==> src/rtl/rps_pkg.sv <==
// Package for the reset and low-power mode sequencer: constants and types
package rps_pkg;

  // Clock and timing
  localparam int unsigned CLK_HZ = 100_000_000;
  localparam int unsigned OSC_HZ = 32768;
  localparam int unsigned POR_OSC_CYCLES = 32768;
  localparam int unsigned DEB_SHORT_MS = 2;
  localparam int unsigned DEB_LONG_MS = 16;
  localparam int unsigned PIN_MIN_NS = 2000;
  // Least times round up, at least one cycle
  localparam int unsigned PIN_MIN_CYC = (PIN_MIN_NS * (CLK_HZ / 1_000_000) + 999) / 1000;
  localparam int unsigned DEB_SHORT_CYC = DEB_SHORT_MS * (CLK_HZ / 1000);
  localparam int unsigned DEB_LONG_CYC = DEB_LONG_MS * (CLK_HZ / 1000);
  // Half period of the oscillator in system clocks, rounded down
  localparam int unsigned OSC_HALF_CYC = CLK_HZ / (2 * OSC_HZ);

  // Register map
  localparam logic [3:0] ADDR_MODE = 4'h0;
  localparam logic [3:0] ADDR_IRQ = 4'h1;
  localparam logic [3:0] ADDR_CTRL = 4'h2;
  localparam logic [3:0] ADDR_STATUS = 4'h3;
  localparam logic [3:0] ADDR_CPU = 4'h4;

  // Field positions
  localparam int unsigned BIT_SLEEP = 0;
  localparam int unsigned BIT_GUARD = 1;
  localparam int unsigned BIT_DEBSEL = 0;
  localparam int unsigned BIT_WDDIS = 1;
  localparam int unsigned BIT_CLKOUT = 2;
  localparam int unsigned BIT_HALT = 0;

  // Reset values
  localparam logic [11:0] PC0_RESET = 12'h000;
  localparam logic [15:0] JUMP_ZERO = 16'h0000;
  localparam logic [1:0] SP_RESET = 2'h0;

  // Port A reset combinations
  typedef enum logic [1:0] {
    RPS_COMB_NONE = 2'h0,
    RPS_COMB_01 = 2'h1,
    RPS_COMB_012 = 2'h2,
    RPS_COMB_0123 = 2'h3
  } rps_comb_t;

  // Mode states, Gray along active-standby-sleep-reset
  typedef enum logic [1:0] {
    RPS_ST_ACTIVE = 2'b00,
    RPS_ST_STANDBY = 2'b01,
    RPS_ST_SLEEP = 2'b11,
    RPS_ST_RESET = 2'b10
  } rps_state_t;

  // Reset cause vector
  typedef struct packed {
    logic por;
    logic pin;
    logic comb;
    logic wdog;
    logic osc;
  } rps_cause_t;

  // CPU state loaded at reset
  typedef struct packed {
    logic [15:0] instr;
    logic [11:0] pc0;
    logic [1:0] sp;
    logic halt;
  } rps_cpu_t;

endpackage

==> src/rtl/rps_debounce.sv <==
// Level debouncer: output follows input after it holds for a selected count
`timescale 1ns/10ps
`default_nettype none
module rps_debounce #(
  parameter int unsigned SHORT_CYC = 200000,
  parameter int unsigned LONG_CYC = 1600000
) (
  // Clock and reset
  input wire logic i_clk,
  input wire logic i_resetn,
  // Control
  input wire logic i_long,
  input wire logic i_bypass,
  input wire logic i_level,
  // Result
  output logic o_level
);

  localparam int unsigned CW = $clog2(LONG_CYC + 1);

  logic [CW-1:0] cnt_q;
  logic level_q;
  logic [CW-1:0] limit;

  assign limit = i_long ? CW'(LONG_CYC - 1) : CW'(SHORT_CYC - 1);

  // Counter restarts whenever the input matches the held level
  always_ff @(posedge i_clk)
  begin
    if (!i_resetn || i_bypass || i_level == level_q)
    begin
      cnt_q <= '0;
    end
    else if (cnt_q < limit)
    begin
      cnt_q <= cnt_q + CW'(1);
    end
    else
    begin
      cnt_q <= '0;
    end
  end

  // Held level changes after full stable time, or at once when bypassed
  always_ff @(posedge i_clk)
  begin
    if (!i_resetn)
    begin
      level_q <= 1'b0;
    end
    else if (i_bypass || (i_level != level_q && cnt_q >= limit))
    begin
      level_q <= i_level;
    end
  end

  assign o_level = level_q;

endmodule
`default_nettype wire

==> src/rtl/rps_sequencer.sv <==
// Reset and low-power mode sequencer: modes, reset sources, CPU reset state
//
// Decided for this implementation: the strobed register port and the register offsets.
`timescale 1ns/10ps
`default_nettype none
module rps_sequencer #(
  parameter rps_pkg::rps_comb_t COMB_SEL = rps_pkg::RPS_COMB_NONE,
  parameter int unsigned POR_CYC = rps_pkg::POR_OSC_CYCLES,
  parameter int unsigned OSC_HALF = rps_pkg::OSC_HALF_CYC,
  parameter int unsigned DEB_SHORT = rps_pkg::DEB_SHORT_CYC,
  parameter int unsigned DEB_LONG = rps_pkg::DEB_LONG_CYC
) (
  // Clock and reset
  input wire logic i_clk,
  input wire logic i_resetn,
  // Register port
  input wire logic [3:0] i_addr,
  input wire logic [3:0] i_wdata,
  input wire logic i_wr,
  input wire logic i_rd,
  output logic [3:0] o_rdata,
  // Reset sources and events
  input wire logic i_reset_pin,
  input wire logic [3:0] i_in_a,
  input wire logic i_wdog_timeout,
  input wire logic i_osc_alive,
  input wire logic i_halt_instr,
  input wire logic i_irq_enabled,
  // Outputs to the core and pins
  output logic o_strobe_reset_out,
  output logic o_sys_reset,
  output logic o_cpu_clk_en,
  output logic o_osc_en,
  output logic o_periph_run,
  output logic o_regs_clear,
  output rps_pkg::rps_cpu_t o_cpu_init,
  output rps_pkg::rps_cause_t o_cause
);

  localparam int unsigned PCW = $clog2(POR_CYC + 1);
  localparam int unsigned OCW = $clog2(OSC_HALF + 1);
  localparam int unsigned PMW = $clog2(rps_pkg::PIN_MIN_CYC + 1);

  // Port A combination mask, fixed at build
  function automatic logic [3:0] comb_mask(input rps_pkg::rps_comb_t sel);
    unique case (sel)
      rps_pkg::RPS_COMB_NONE: comb_mask = 4'h0;
      rps_pkg::RPS_COMB_01: comb_mask = 4'h3;
      rps_pkg::RPS_COMB_012: comb_mask = 4'h7;
      rps_pkg::RPS_COMB_0123: comb_mask = 4'hf;
    endcase
  endfunction
  localparam logic [3:0] COMB_MASK = comb_mask(COMB_SEL);

  rps_pkg::rps_state_t state_q;
  logic [1:0] pin_sync_q;
  logic [1:0] a0_sync_q, a1_sync_q, a2_sync_q, a3_sync_q;
  logic [1:0] wd_sync_q;
  logic [1:0] osc_sync_q;
  logic pin_s, wd_s, osc_s;
  logic [3:0] a_s;
  logic pin_deb, comb_raw, comb_deb;
  logic [PCW-1:0] por_cnt_q;
  logic [OCW-1:0] osc_div_q;
  logic osc_tick_q, fout_q;
  logic por_busy_q;
  logic powered_q;
  logic [PMW-1:0] pin_hold_q;
  logic sleep_q, guard_q;
  logic debsel_q, wddis_q, clkout_q;
  logic halt_q;
  logic pin_bypass;
  logic pin_wake;
  logic rst_req;
  logic rst_q;
  rps_pkg::rps_cause_t cause_q;
  logic [3:0] rdata_q;

  // Two-flop synchronisers; only stage two is used downstream
  always_ff @(posedge i_clk)
  begin
    if (!i_resetn)
    begin
      pin_sync_q <= 2'h0;
      wd_sync_q <= 2'h0;
      osc_sync_q <= 2'h0;
      a0_sync_q <= 2'h0;
      a1_sync_q <= 2'h0;
      a2_sync_q <= 2'h0;
      a3_sync_q <= 2'h0;
    end
    else
    begin
      pin_sync_q <= {pin_sync_q[0], i_reset_pin};
      wd_sync_q <= {wd_sync_q[0], i_wdog_timeout};
      osc_sync_q <= {osc_sync_q[0], i_osc_alive};
      a0_sync_q <= {a0_sync_q[0], i_in_a[0]};
      a1_sync_q <= {a1_sync_q[0], i_in_a[1]};
      a2_sync_q <= {a2_sync_q[0], i_in_a[2]};
      a3_sync_q <= {a3_sync_q[0], i_in_a[3]};
    end
  end

  assign pin_s = pin_sync_q[1];
  assign wd_s = wd_sync_q[1];
  assign osc_s = osc_sync_q[1];
  assign a_s = {a3_sync_q[1], a2_sync_q[1], a1_sync_q[1], a0_sync_q[1]};
  // Port A combination: all selected inputs high, never during sleep
  assign comb_raw = (COMB_MASK != 4'h0) && ((a_s & COMB_MASK) == COMB_MASK)
    && (state_q != rps_pkg::RPS_ST_SLEEP);
  // Pin debouncer bypassed at power-on and while asleep; the combination debouncer is never bypassed
  assign pin_bypass = por_busy_q || (state_q == rps_pkg::RPS_ST_SLEEP);
  rps_debounce #(
    .SHORT_CYC(DEB_SHORT),
    .LONG_CYC(DEB_LONG)
  ) u_pin_deb (
    .i_clk(i_clk),
    .i_resetn(i_resetn),
    .i_long(debsel_q),
    .i_bypass(pin_bypass),
    .i_level(pin_s),
    .o_level(pin_deb)
  );
  rps_debounce #(
    .SHORT_CYC(DEB_SHORT),
    .LONG_CYC(DEB_LONG)
  ) u_comb_deb (
    .i_clk(i_clk),
    .i_resetn(i_resetn),
    .i_long(debsel_q),
    .i_bypass(1'b0),
    .i_level(comb_raw),
    .o_level(comb_deb)
  );

  // Pin held high long enough in sleep: analog filter model
  always_ff @(posedge i_clk)
  begin
    if (!i_resetn || !pin_s || state_q != rps_pkg::RPS_ST_SLEEP)
    begin
      pin_hold_q <= '0;
    end
    else if (pin_hold_q != PMW'(rps_pkg::PIN_MIN_CYC))
    begin
      pin_hold_q <= pin_hold_q + PMW'(1);
    end
  end
  assign pin_wake = (pin_hold_q == PMW'(rps_pkg::PIN_MIN_CYC));
  // Oscillator tick generator; held cleared in sleep
  always_ff @(posedge i_clk)
  begin
    if (!i_resetn || state_q == rps_pkg::RPS_ST_SLEEP)
    begin
      osc_div_q <= '0;
      osc_tick_q <= 1'b0;
      fout_q <= 1'b0;
    end
    else if (osc_div_q == OCW'(OSC_HALF - 1))
    begin
      osc_div_q <= '0;
      osc_tick_q <= fout_q; // One tick per full period
      fout_q <= ~fout_q;
    end
    else
    begin
      osc_div_q <= osc_div_q + OCW'(1);
      osc_tick_q <= 1'b0;
    end
  end

  // Start-up count: restarts on power-on and on sleep wake
  always_ff @(posedge i_clk)
  begin
    if (!i_resetn || (state_q == rps_pkg::RPS_ST_SLEEP && pin_wake))
    begin
      por_cnt_q <= '0;
      por_busy_q <= 1'b1;
    end
    else if (por_busy_q && osc_tick_q)
    begin
      if (por_cnt_q == PCW'(POR_CYC - 1))
      begin
        por_busy_q <= 1'b0;
      end
      por_cnt_q <= por_cnt_q + PCW'(1);
    end
  end

  // Power-up complete marker arms the oscillator monitor
  always_ff @(posedge i_clk)
  begin
    if (!i_resetn)
    begin
      powered_q <= 1'b0;
    end
    else if (!por_busy_q)
    begin
      powered_q <= 1'b1;
    end
  end

  // Reset request from all sources
  always_comb
  begin
    cause_q = '0;
    cause_q.por = por_busy_q;
    cause_q.pin = pin_deb && (state_q != rps_pkg::RPS_ST_SLEEP);
    cause_q.comb = comb_deb;
    cause_q.wdog = wd_s && !wddis_q && (state_q != rps_pkg::RPS_ST_SLEEP);
    cause_q.osc = powered_q && !osc_s && (state_q != rps_pkg::RPS_ST_SLEEP);
    rst_req = |cause_q;
  end

  // Registered reset, clean edge-aligned release
  always_ff @(posedge i_clk)
  begin
    if (!i_resetn)
    begin
      rst_q <= 1'b1;
    end
    else
    begin
      // Wake edge itself held in reset, else strobe drops for a cycle
      rst_q <= rst_req || (state_q == rps_pkg::RPS_ST_SLEEP && pin_wake);
    end
  end

  // Mode state machine
  always_ff @(posedge i_clk)
  begin
    if (!i_resetn)
    begin
      state_q <= rps_pkg::RPS_ST_RESET;
    end
    else
    begin
      unique case (state_q)
        rps_pkg::RPS_ST_ACTIVE:
        begin
          if (rst_req)
            state_q <= rps_pkg::RPS_ST_RESET;
          else if (sleep_q)
            state_q <= rps_pkg::RPS_ST_SLEEP;
          else if (i_halt_instr)
            state_q <= rps_pkg::RPS_ST_STANDBY;
        end
        rps_pkg::RPS_ST_STANDBY:
        begin
          if (rst_req)
            state_q <= rps_pkg::RPS_ST_RESET;
          else if (i_irq_enabled)
            state_q <= rps_pkg::RPS_ST_ACTIVE;
        end
        rps_pkg::RPS_ST_SLEEP:
        begin
          if (pin_wake)
            state_q <= rps_pkg::RPS_ST_RESET;
        end
        rps_pkg::RPS_ST_RESET:
        begin
          if (!rst_req)
            state_q <= rps_pkg::RPS_ST_ACTIVE;
        end
      endcase
    end
  end

  // Sleep flag and write guard; guard survives sleep wake
  always_ff @(posedge i_clk)
  begin
    if (!i_resetn)
    begin
      sleep_q <= 1'b0;
      guard_q <= 1'b0;
    end
    else
    begin
      if (state_q == rps_pkg::RPS_ST_SLEEP && pin_wake)
        sleep_q <= 1'b0;
      else if (i_wr && i_addr == rps_pkg::ADDR_MODE && guard_q
               && state_q == rps_pkg::RPS_ST_ACTIVE)
        sleep_q <= i_wdata[rps_pkg::BIT_SLEEP];
      if (i_wr && i_addr == rps_pkg::ADDR_MODE)
        guard_q <= i_wdata[rps_pkg::BIT_GUARD];
    end
  end

  // Control bits; cleared by sleep and by any system reset
  always_ff @(posedge i_clk)
  begin
    if (!i_resetn || rst_q || state_q == rps_pkg::RPS_ST_SLEEP)
    begin
      debsel_q <= 1'b0;
      wddis_q <= 1'b0;
      clkout_q <= 1'b0;
    end
    else if (i_wr && i_addr == rps_pkg::ADDR_CTRL)
    begin
      debsel_q <= i_wdata[rps_pkg::BIT_DEBSEL];
      wddis_q <= i_wdata[rps_pkg::BIT_WDDIS];
      clkout_q <= i_wdata[rps_pkg::BIT_CLKOUT];
    end
  end

  // Halt flag cleared by reset
  always_ff @(posedge i_clk)
  begin
    if (!i_resetn || rst_q)
      halt_q <= 1'b0;
    else
      halt_q <= (state_q == rps_pkg::RPS_ST_STANDBY);
  end

  // Read data, one cycle after the strobe; unmapped reads zero
  always_ff @(posedge i_clk)
  begin
    if (!i_resetn)
      rdata_q <= 4'h0;
    else if (i_rd)
    begin
      unique case (i_addr)
        rps_pkg::ADDR_MODE: rdata_q <= {2'h0, guard_q, sleep_q};
        rps_pkg::ADDR_IRQ: rdata_q <= {3'h0, sleep_q};
        rps_pkg::ADDR_CTRL: rdata_q <= {1'b0, clkout_q, wddis_q, debsel_q};
        rps_pkg::ADDR_STATUS: rdata_q <= {2'h0, state_q};
        rps_pkg::ADDR_CPU: rdata_q <= {3'h0, halt_q};
        default: rdata_q <= 4'h0;
      endcase
    end
    else
      rdata_q <= 4'h0;
  end
  assign o_rdata = rdata_q;
  assign o_cause = cause_q;
  assign o_sys_reset = rst_q || state_q == rps_pkg::RPS_ST_SLEEP;
  // Strobe high in reset, or oscillator clock when enabled
  assign o_strobe_reset_out = rst_q || (clkout_q && fout_q);
  assign o_cpu_clk_en = (state_q == rps_pkg::RPS_ST_ACTIVE) && !rst_q;
  assign o_osc_en = (state_q != rps_pkg::RPS_ST_SLEEP);
  // Timer, watchdog, interrupts run in active and standby only
  assign o_periph_run = (state_q == rps_pkg::RPS_ST_ACTIVE)
    || (state_q == rps_pkg::RPS_ST_STANDBY);
  assign o_regs_clear = (state_q == rps_pkg::RPS_ST_SLEEP) || rst_q;
  assign o_cpu_init.instr = rps_pkg::JUMP_ZERO;
  assign o_cpu_init.pc0 = rps_pkg::PC0_RESET;
  assign o_cpu_init.sp = rps_pkg::SP_RESET;
  assign o_cpu_init.halt = halt_q;

endmodule
`default_nettype wire

==> config.mk <==
export PLATFORM = sky130hd
export DESIGN_NAME = rps_sequencer
export DESIGN_NICKNAME = d
export VERILOG_FILES = /design/src/rtl/rps_pkg.sv /design/src/rtl/rps_debounce.sv /design/src/rtl/rps_sequencer.sv
export SDC_FILE = /design/constraint.sdc
export NUM_CORES = 1
export LEC_CHECK = 0
export BUFFER_PORTS_ARGS = -buffer_cell sky130_fd_sc_hd__buf_2
export CAP_MARGIN = 10
export CORE_ASPECT_RATIO = 1.25
export CORE_MARGIN = 10
export CORE_UTILIZATION = 40
export DETAILED_ROUTE_END_ITERATION = 16
export SYNTH_ARGS = -nofsm -noshare
export SYNTH_HDL_FRONTEND = slang
export SYNTH_SLANG_ARGS = --single-unit
==> constraint.sdc <==
create_clock -name i_clk -period 4.6 [get_ports i_clk]
set_input_delay 1.15 -clock i_clk [delete_from_list [all_inputs] [get_ports i_clk]]
set_output_delay 1.15 -clock i_clk [all_outputs]
set_load 0.005 [all_outputs]
-- After elaboration in Yosys (flattened, before gate mapping)
Index checks and enable logic that the tools add are counted.
- register bits after elaboration: 80
- output and inout port bits: 46
- bits of input ports: 21
- order comparisons: 2
- equality and inequality tests: 18
- reductions and logical operators: 43
- bitwise operators: 4
- add/sub/neg operators: 4
- muxes and demuxes: 10
- operator list (operator ; number):
    adder 21 x 1 -> 21 bit (second input constant) ; 1
    >= comparator 21 bit ; 1
    less-than comparator 21 bit ; 1
    two-way mux 21 bit ; 1
    adder 16 x 1 -> 16 bit (second input constant) ; 1
    == test 16 x 15 -> 1 bit (second input constant) ; 1
    one-hot mux 3 bit (5 select lines) ; 1
    logical AND 1 bit ; 14
    logical OR 1 bit ; 14
    two-way mux 2 bit ; 7
    adder 11 x 1 -> 11 bit (second input constant) ; 1
    == test 11 bit (second input constant) ; 1
    adder 8 x 1 -> 8 bit (second input constant) ; 1
    == test 4 x 2 -> 1 bit (second input constant) ; 2
    == test 8 bit (second input constant) ; 1
    != test 8 bit (second input constant) ; 1
    one-hot mux 2 bit (4 select lines) ; 1
    OR reduction 2 bit ; 4
    != test 2 bit (second input constant) ; 3
    zero test 1 bit ; 5
    == test 2 bit (second input constant) ; 2
    == test 4 x 1 -> 1 bit (second input constant) ; 1
    == test 4 x 3 -> 1 bit (second input constant) ; 1
    zero test 4 bit ; 1
    other kinds (10) ; 14

-- Depth between registers and ports, before layout
- depth after elaboration: 6
- gate-level depth with buffers: 8

-- Modules after synthesis
Synthesis repeated with hierarchy kept, for this count alone.
- cell total of the unflattened synthesis: 580
- area, all modules: 5439.0 um^2
- by module, submodules not included (module ; cells an instance ; instances ; area each (um^2)):
    rps_sequencer ; 312 ; 1 ; 2758.9
    rps_debounce ; 134 ; 2 ; 1340.0

-- Worst setup path before layout
Ideal clock, no wire load.
- kind: input -> register
- from: in i_addr[3]
- to: reg clkout_q
- data required time: 4477 ps
- arrival time: 2059 ps
- path slack: 2419 ps
- path buffers: 0
- library setup time: 123 ps
- stages on the path: 5
- cell sequence: or3b_2 -> nor2_1 -> nand2_1 -> mux2i_1 -> nor3_1
- longest elaborated chain between the ends: 2
- ends and longest elaborated chain (item ; line ; RTL):
    from (decl) ; rps_sequencer.sv:17 ; input wire logic [3:0] i_addr,
    == test 4 x 2 -> 1 bit ; rps_sequencer.sv:297 ; else if (i_wr && i_addr == rps_pkg::ADDR_CTRL)
    logical AND 1 bit ; rps_sequencer.sv:297 ;
    to (signal assigned) ; rps_sequencer.sv:301 ; clkout_q <= i_wdata[rps_pkg::BIT_CLKOUT];
    to (decl) ; rps_sequencer.sv:70 ; logic debsel_q, wddis_q, clkout_q;
Every way passes these cells.
A chain may end at the register's enable or synchronous reset.

==> results.md <==
* Max_slew headroom at 0.604
* Vias in the first global route at about 2,700
* Slew Viols, Final at 0
* Routability cong. at 0.831
* Area of the die at 0.0143 mm^2
* Vias at 2,932
* Tot Pwr at between 1 and 1.5 mW
* Postcts setup bufs at 0
* CP cell instances: nand2_2, nor3b_1, buf_2
* Crit path largest cell delay at 0.42 ns
* Reg power frac at 0.489
* Critical path buffers and inverters at 1
* Yosys warning count at 0
* Int Pwr at 1.12 mW
* Fin crit share at 0.561
* Wire length per cell at 12.7 um
* FMAX at 387 MHz
* WP data required at about 3.5 ns
* Number of CTS-inserted buffers at 9
* Hold/Removal Path Class: register to register
* Via-to-Cell Ratio at between 4 and 5
* Status: complete, no violations
* Logic pwr share at 0.027
* Crit path time final at 2.58 ns
* Area of the multi-input gates at 0.00211 mm^2
* Synth Area in XOR/XNOR at 0.106
* Worst-Margin Slew at 0.588 ns
* Sinks on the clock net at 79
* Post-cts sizing count at 0
* Most frequent cells in the layout: dfxtp_1, nor2_1, xor2_1
* Final-report setup violation count at 0
* Core ar. at 0.00966 mm^2
* Final Skew at 0.00474 ns
* CTS Hold Bufs at 0
* Pwr Density at 327 mW/mm^2
* Register area at 0.00158 mm^2
* Die X at 109 um
* Yosys reg bits at 79
* Synth unique cells at between 50 and 60
* Crit-path max FO at 10
* Mux cell area share after synthesis at 0.0227
* Ys flop type: dfxtp_1
* Nets at 501
* Finished Cell Area at 0.00433 mm^2
* First-pass GRT wire length at approximately 13,000 um
* CP startpoint kind: register
* Family with the most delay on the worst path: simple AND/OR/NAND/NOR gates
* WHS at approximately 0.44 ns
* GRT Util Overall at 0.106
* Site Rows at 40
* Synth Area in Adders at 0.0474
* Post-Syn Area at about 0.0040 mm^2
* Area Overhead vs Synth at 9.29%
* Drt first pass iters at 4
* Ys async rst share at 0
* Final Non-Filler Cells at 596
* Crit path DAT at 1.43 ns
* Clk pin slew, worst setup/hold paths at 0.06 ns
* Sw power at a little under 300 uW
* IO buf count at 29
* CTS tree: yes
* Max Cap Viol at 0
* Pin count of the biggest net entering global routing at 21
* Avg Cell Area, Syn at between 9 and 10 um^2
* Seq/Total Area, Yosys at 0.399
* Post-route setup TNS at 0 ns
* Worst IR Drop VDD at 0.000168 V
* Fill count at 976
* Post-synthesis compound-gate area fraction at 0.0524
* Slowest-stage cell, CP: dfxtp_1
* Largest family of logic cells by synthesized area: simple AND/OR/NAND/NOR gates
* Final WL at 7590 um
* Diodes inserted at 0
* Clock group share of total power at 0.484
* EDFF count, synth at 0
* R2r setup slk at 2.14 ns
* Leak at 1.61 nW
* Routed Antenna Nets at 0
* Fraction of layout cells with a size suffix above 1 at 0.126
* DP HPWL at 5710 um
* CP Capture Type: output port
* H-tree levels at 3
* Final hold vios at 0
* Simple-gate share of the synthesized area at 0.273
* DR iter-0 viols at 90
* Clock tree buffer depth at 2
* Grt total ovfl at 0
* Cell count after synthesis at 440
* Initial core utilization at 0.410
* Initial antenna violation count at 0
* # IOs at 67
* Placed cell areas at 0.00404 mm^2
* Root Driver: clkbuf_16
* Die Y at around 130 um
* Switch share at 0.209
* Post-placement cell count at 580
* Most common cell after layout, fill and taps aside: dfxtp_1
* CP Class: register to output port
* Unrepaired setup endpoints after global routing: false
* Remaining DRCs at 0
* Worst skew pair latency at 0.33 ns
cell usage after synthesis (2+ instances only):
library cell,n,area share
xnor2_1,13,0.029
nor2b_1,2,0.0032
a21oi_1,11,0.014
and3_1,6,0.0095
nand2_2,2,0.0032
buf_4,36,0.068
dfxtp_1,79,0.40
buf_6,4,0.011
o21ai_0,6,0.0076
clkbuf_1,3,0.0028
mux2i_1,9,0.023
nand3_1,28,0.035
buf_2,2,0.0025
and2_1,6,0.0095
inv_1,13,0.012
nand4b_1,5,0.011
nand4_1,18,0.028
nor4_1,4,0.0063
nor3_1,12,0.015
xor2_1,35,0.077
or3_1,3,0.0047
ha_1,15,0.047
nor4_2,2,0.0063
nor2_1,70,0.066
nand2_1,23,0.022
a21boi_0,3,0.0057
nand3_2,2,0.0051
nor3b_1,2,0.0038
and4_1,4,0.0088
per-layer routing:
layer  track usage  vias up  share of wire
li1              -     1494              -
met3        0.0357       17          0.075
met5             0        -              0
met4        0.0492        0          0.021
met1         0.128     1355           0.45
met2         0.165       66           0.45
final timing paths:
| path | from | to | cells past startpoint |
|---|---|---|---|
| worst min register to register | wd_sync_q[0]$_SDFF_PN0_ | wd_sync_q[1]$_SDFF_PN0_ | 1 |
| worst max register to register | debsel_q$_SDFFE_PP0P_ | u_pin_deb.cnt_q[20]$_SDFF_PP0_ | 7 |
| worst max-delay path | state_q[1]$_SDFFE_PN1P_ | o_cause[1] | 3 |
| worst min-delay path | wd_sync_q[0]$_SDFF_PN0_ | wd_sync_q[1]$_SDFF_PN0_ | 1 |
power by group through the flow:
stage / registers, mW / clock network (mW) / logic, mW
global route: 0.693 / 0.739 / 0.0442
CTS: 0.693 / 0.707 / 0.0377
floorplan: 0.707 / 0 / 0.0444
finish: 0.693 / 0.685 / 0.0383
global placement: 0.708 / 0 / 0.0367
detailed placement: 0.708 / 0 / 0.0375
final cells by class:
cell class	count	area share
clock buffer	10	0.0529
clock inverter	6	0.0142
inverter	13	0.0113
multi-input combinational	333	0.486
sequential	79	0.365
tap	126	0.0364
timing repair buffer	29	0.0335
registers in the layout, summed over array words and instances, names as in the netlist:
| name | cells |
|---|---|
| clkout_q | 1 |
| debsel_q | 1 |
| fout_q | 1 |
| guard_q | 1 |
| halt_q | 1 |
| o_rdata | 3 |
| osc_div_q | 11 |
| osc_sync_q | 2 |
| osc_tick_q | 1 |
| pin_hold_q | 8 |
| pin_sync_q | 2 |
| por_busy_q | 1 |
| por_cnt_q | 16 |
| powered_q | 1 |
| rst_q | 1 |
| sleep_q | 1 |
| state_q | 2 |
| u_pin_deb.cnt_q | 21 |
| u_pin_deb.o_level | 1 |
| wd_sync_q | 2 |
| wddis_q | 1 |
stage by stage:
| stage | util | setup slack (ns) |
|---|---|---|
| 3_3_place_gp | 0.418 | 2.16 |
| 3_5_place_dp | 0.418 | 2.10 |
| 5_1_grt | 0.448 | 1.87 |
| 2_1_floorplan | - | 2.42 |
| 4_1_cts | 0.448 | 2.01 |
| 6_report | 0.448 | 2.02 |
kinds of logic after synthesis:
logic type / after synthesis
and+or+nand+nor: 200
DFF: 79
buffers and inverters: 59
xor gates and xnor gates: 48
AOI/OAI and AO/OA: 29
adders and majority gates: 15
muxes: 9
other: 1
Power figures use the tool's default switching activity.
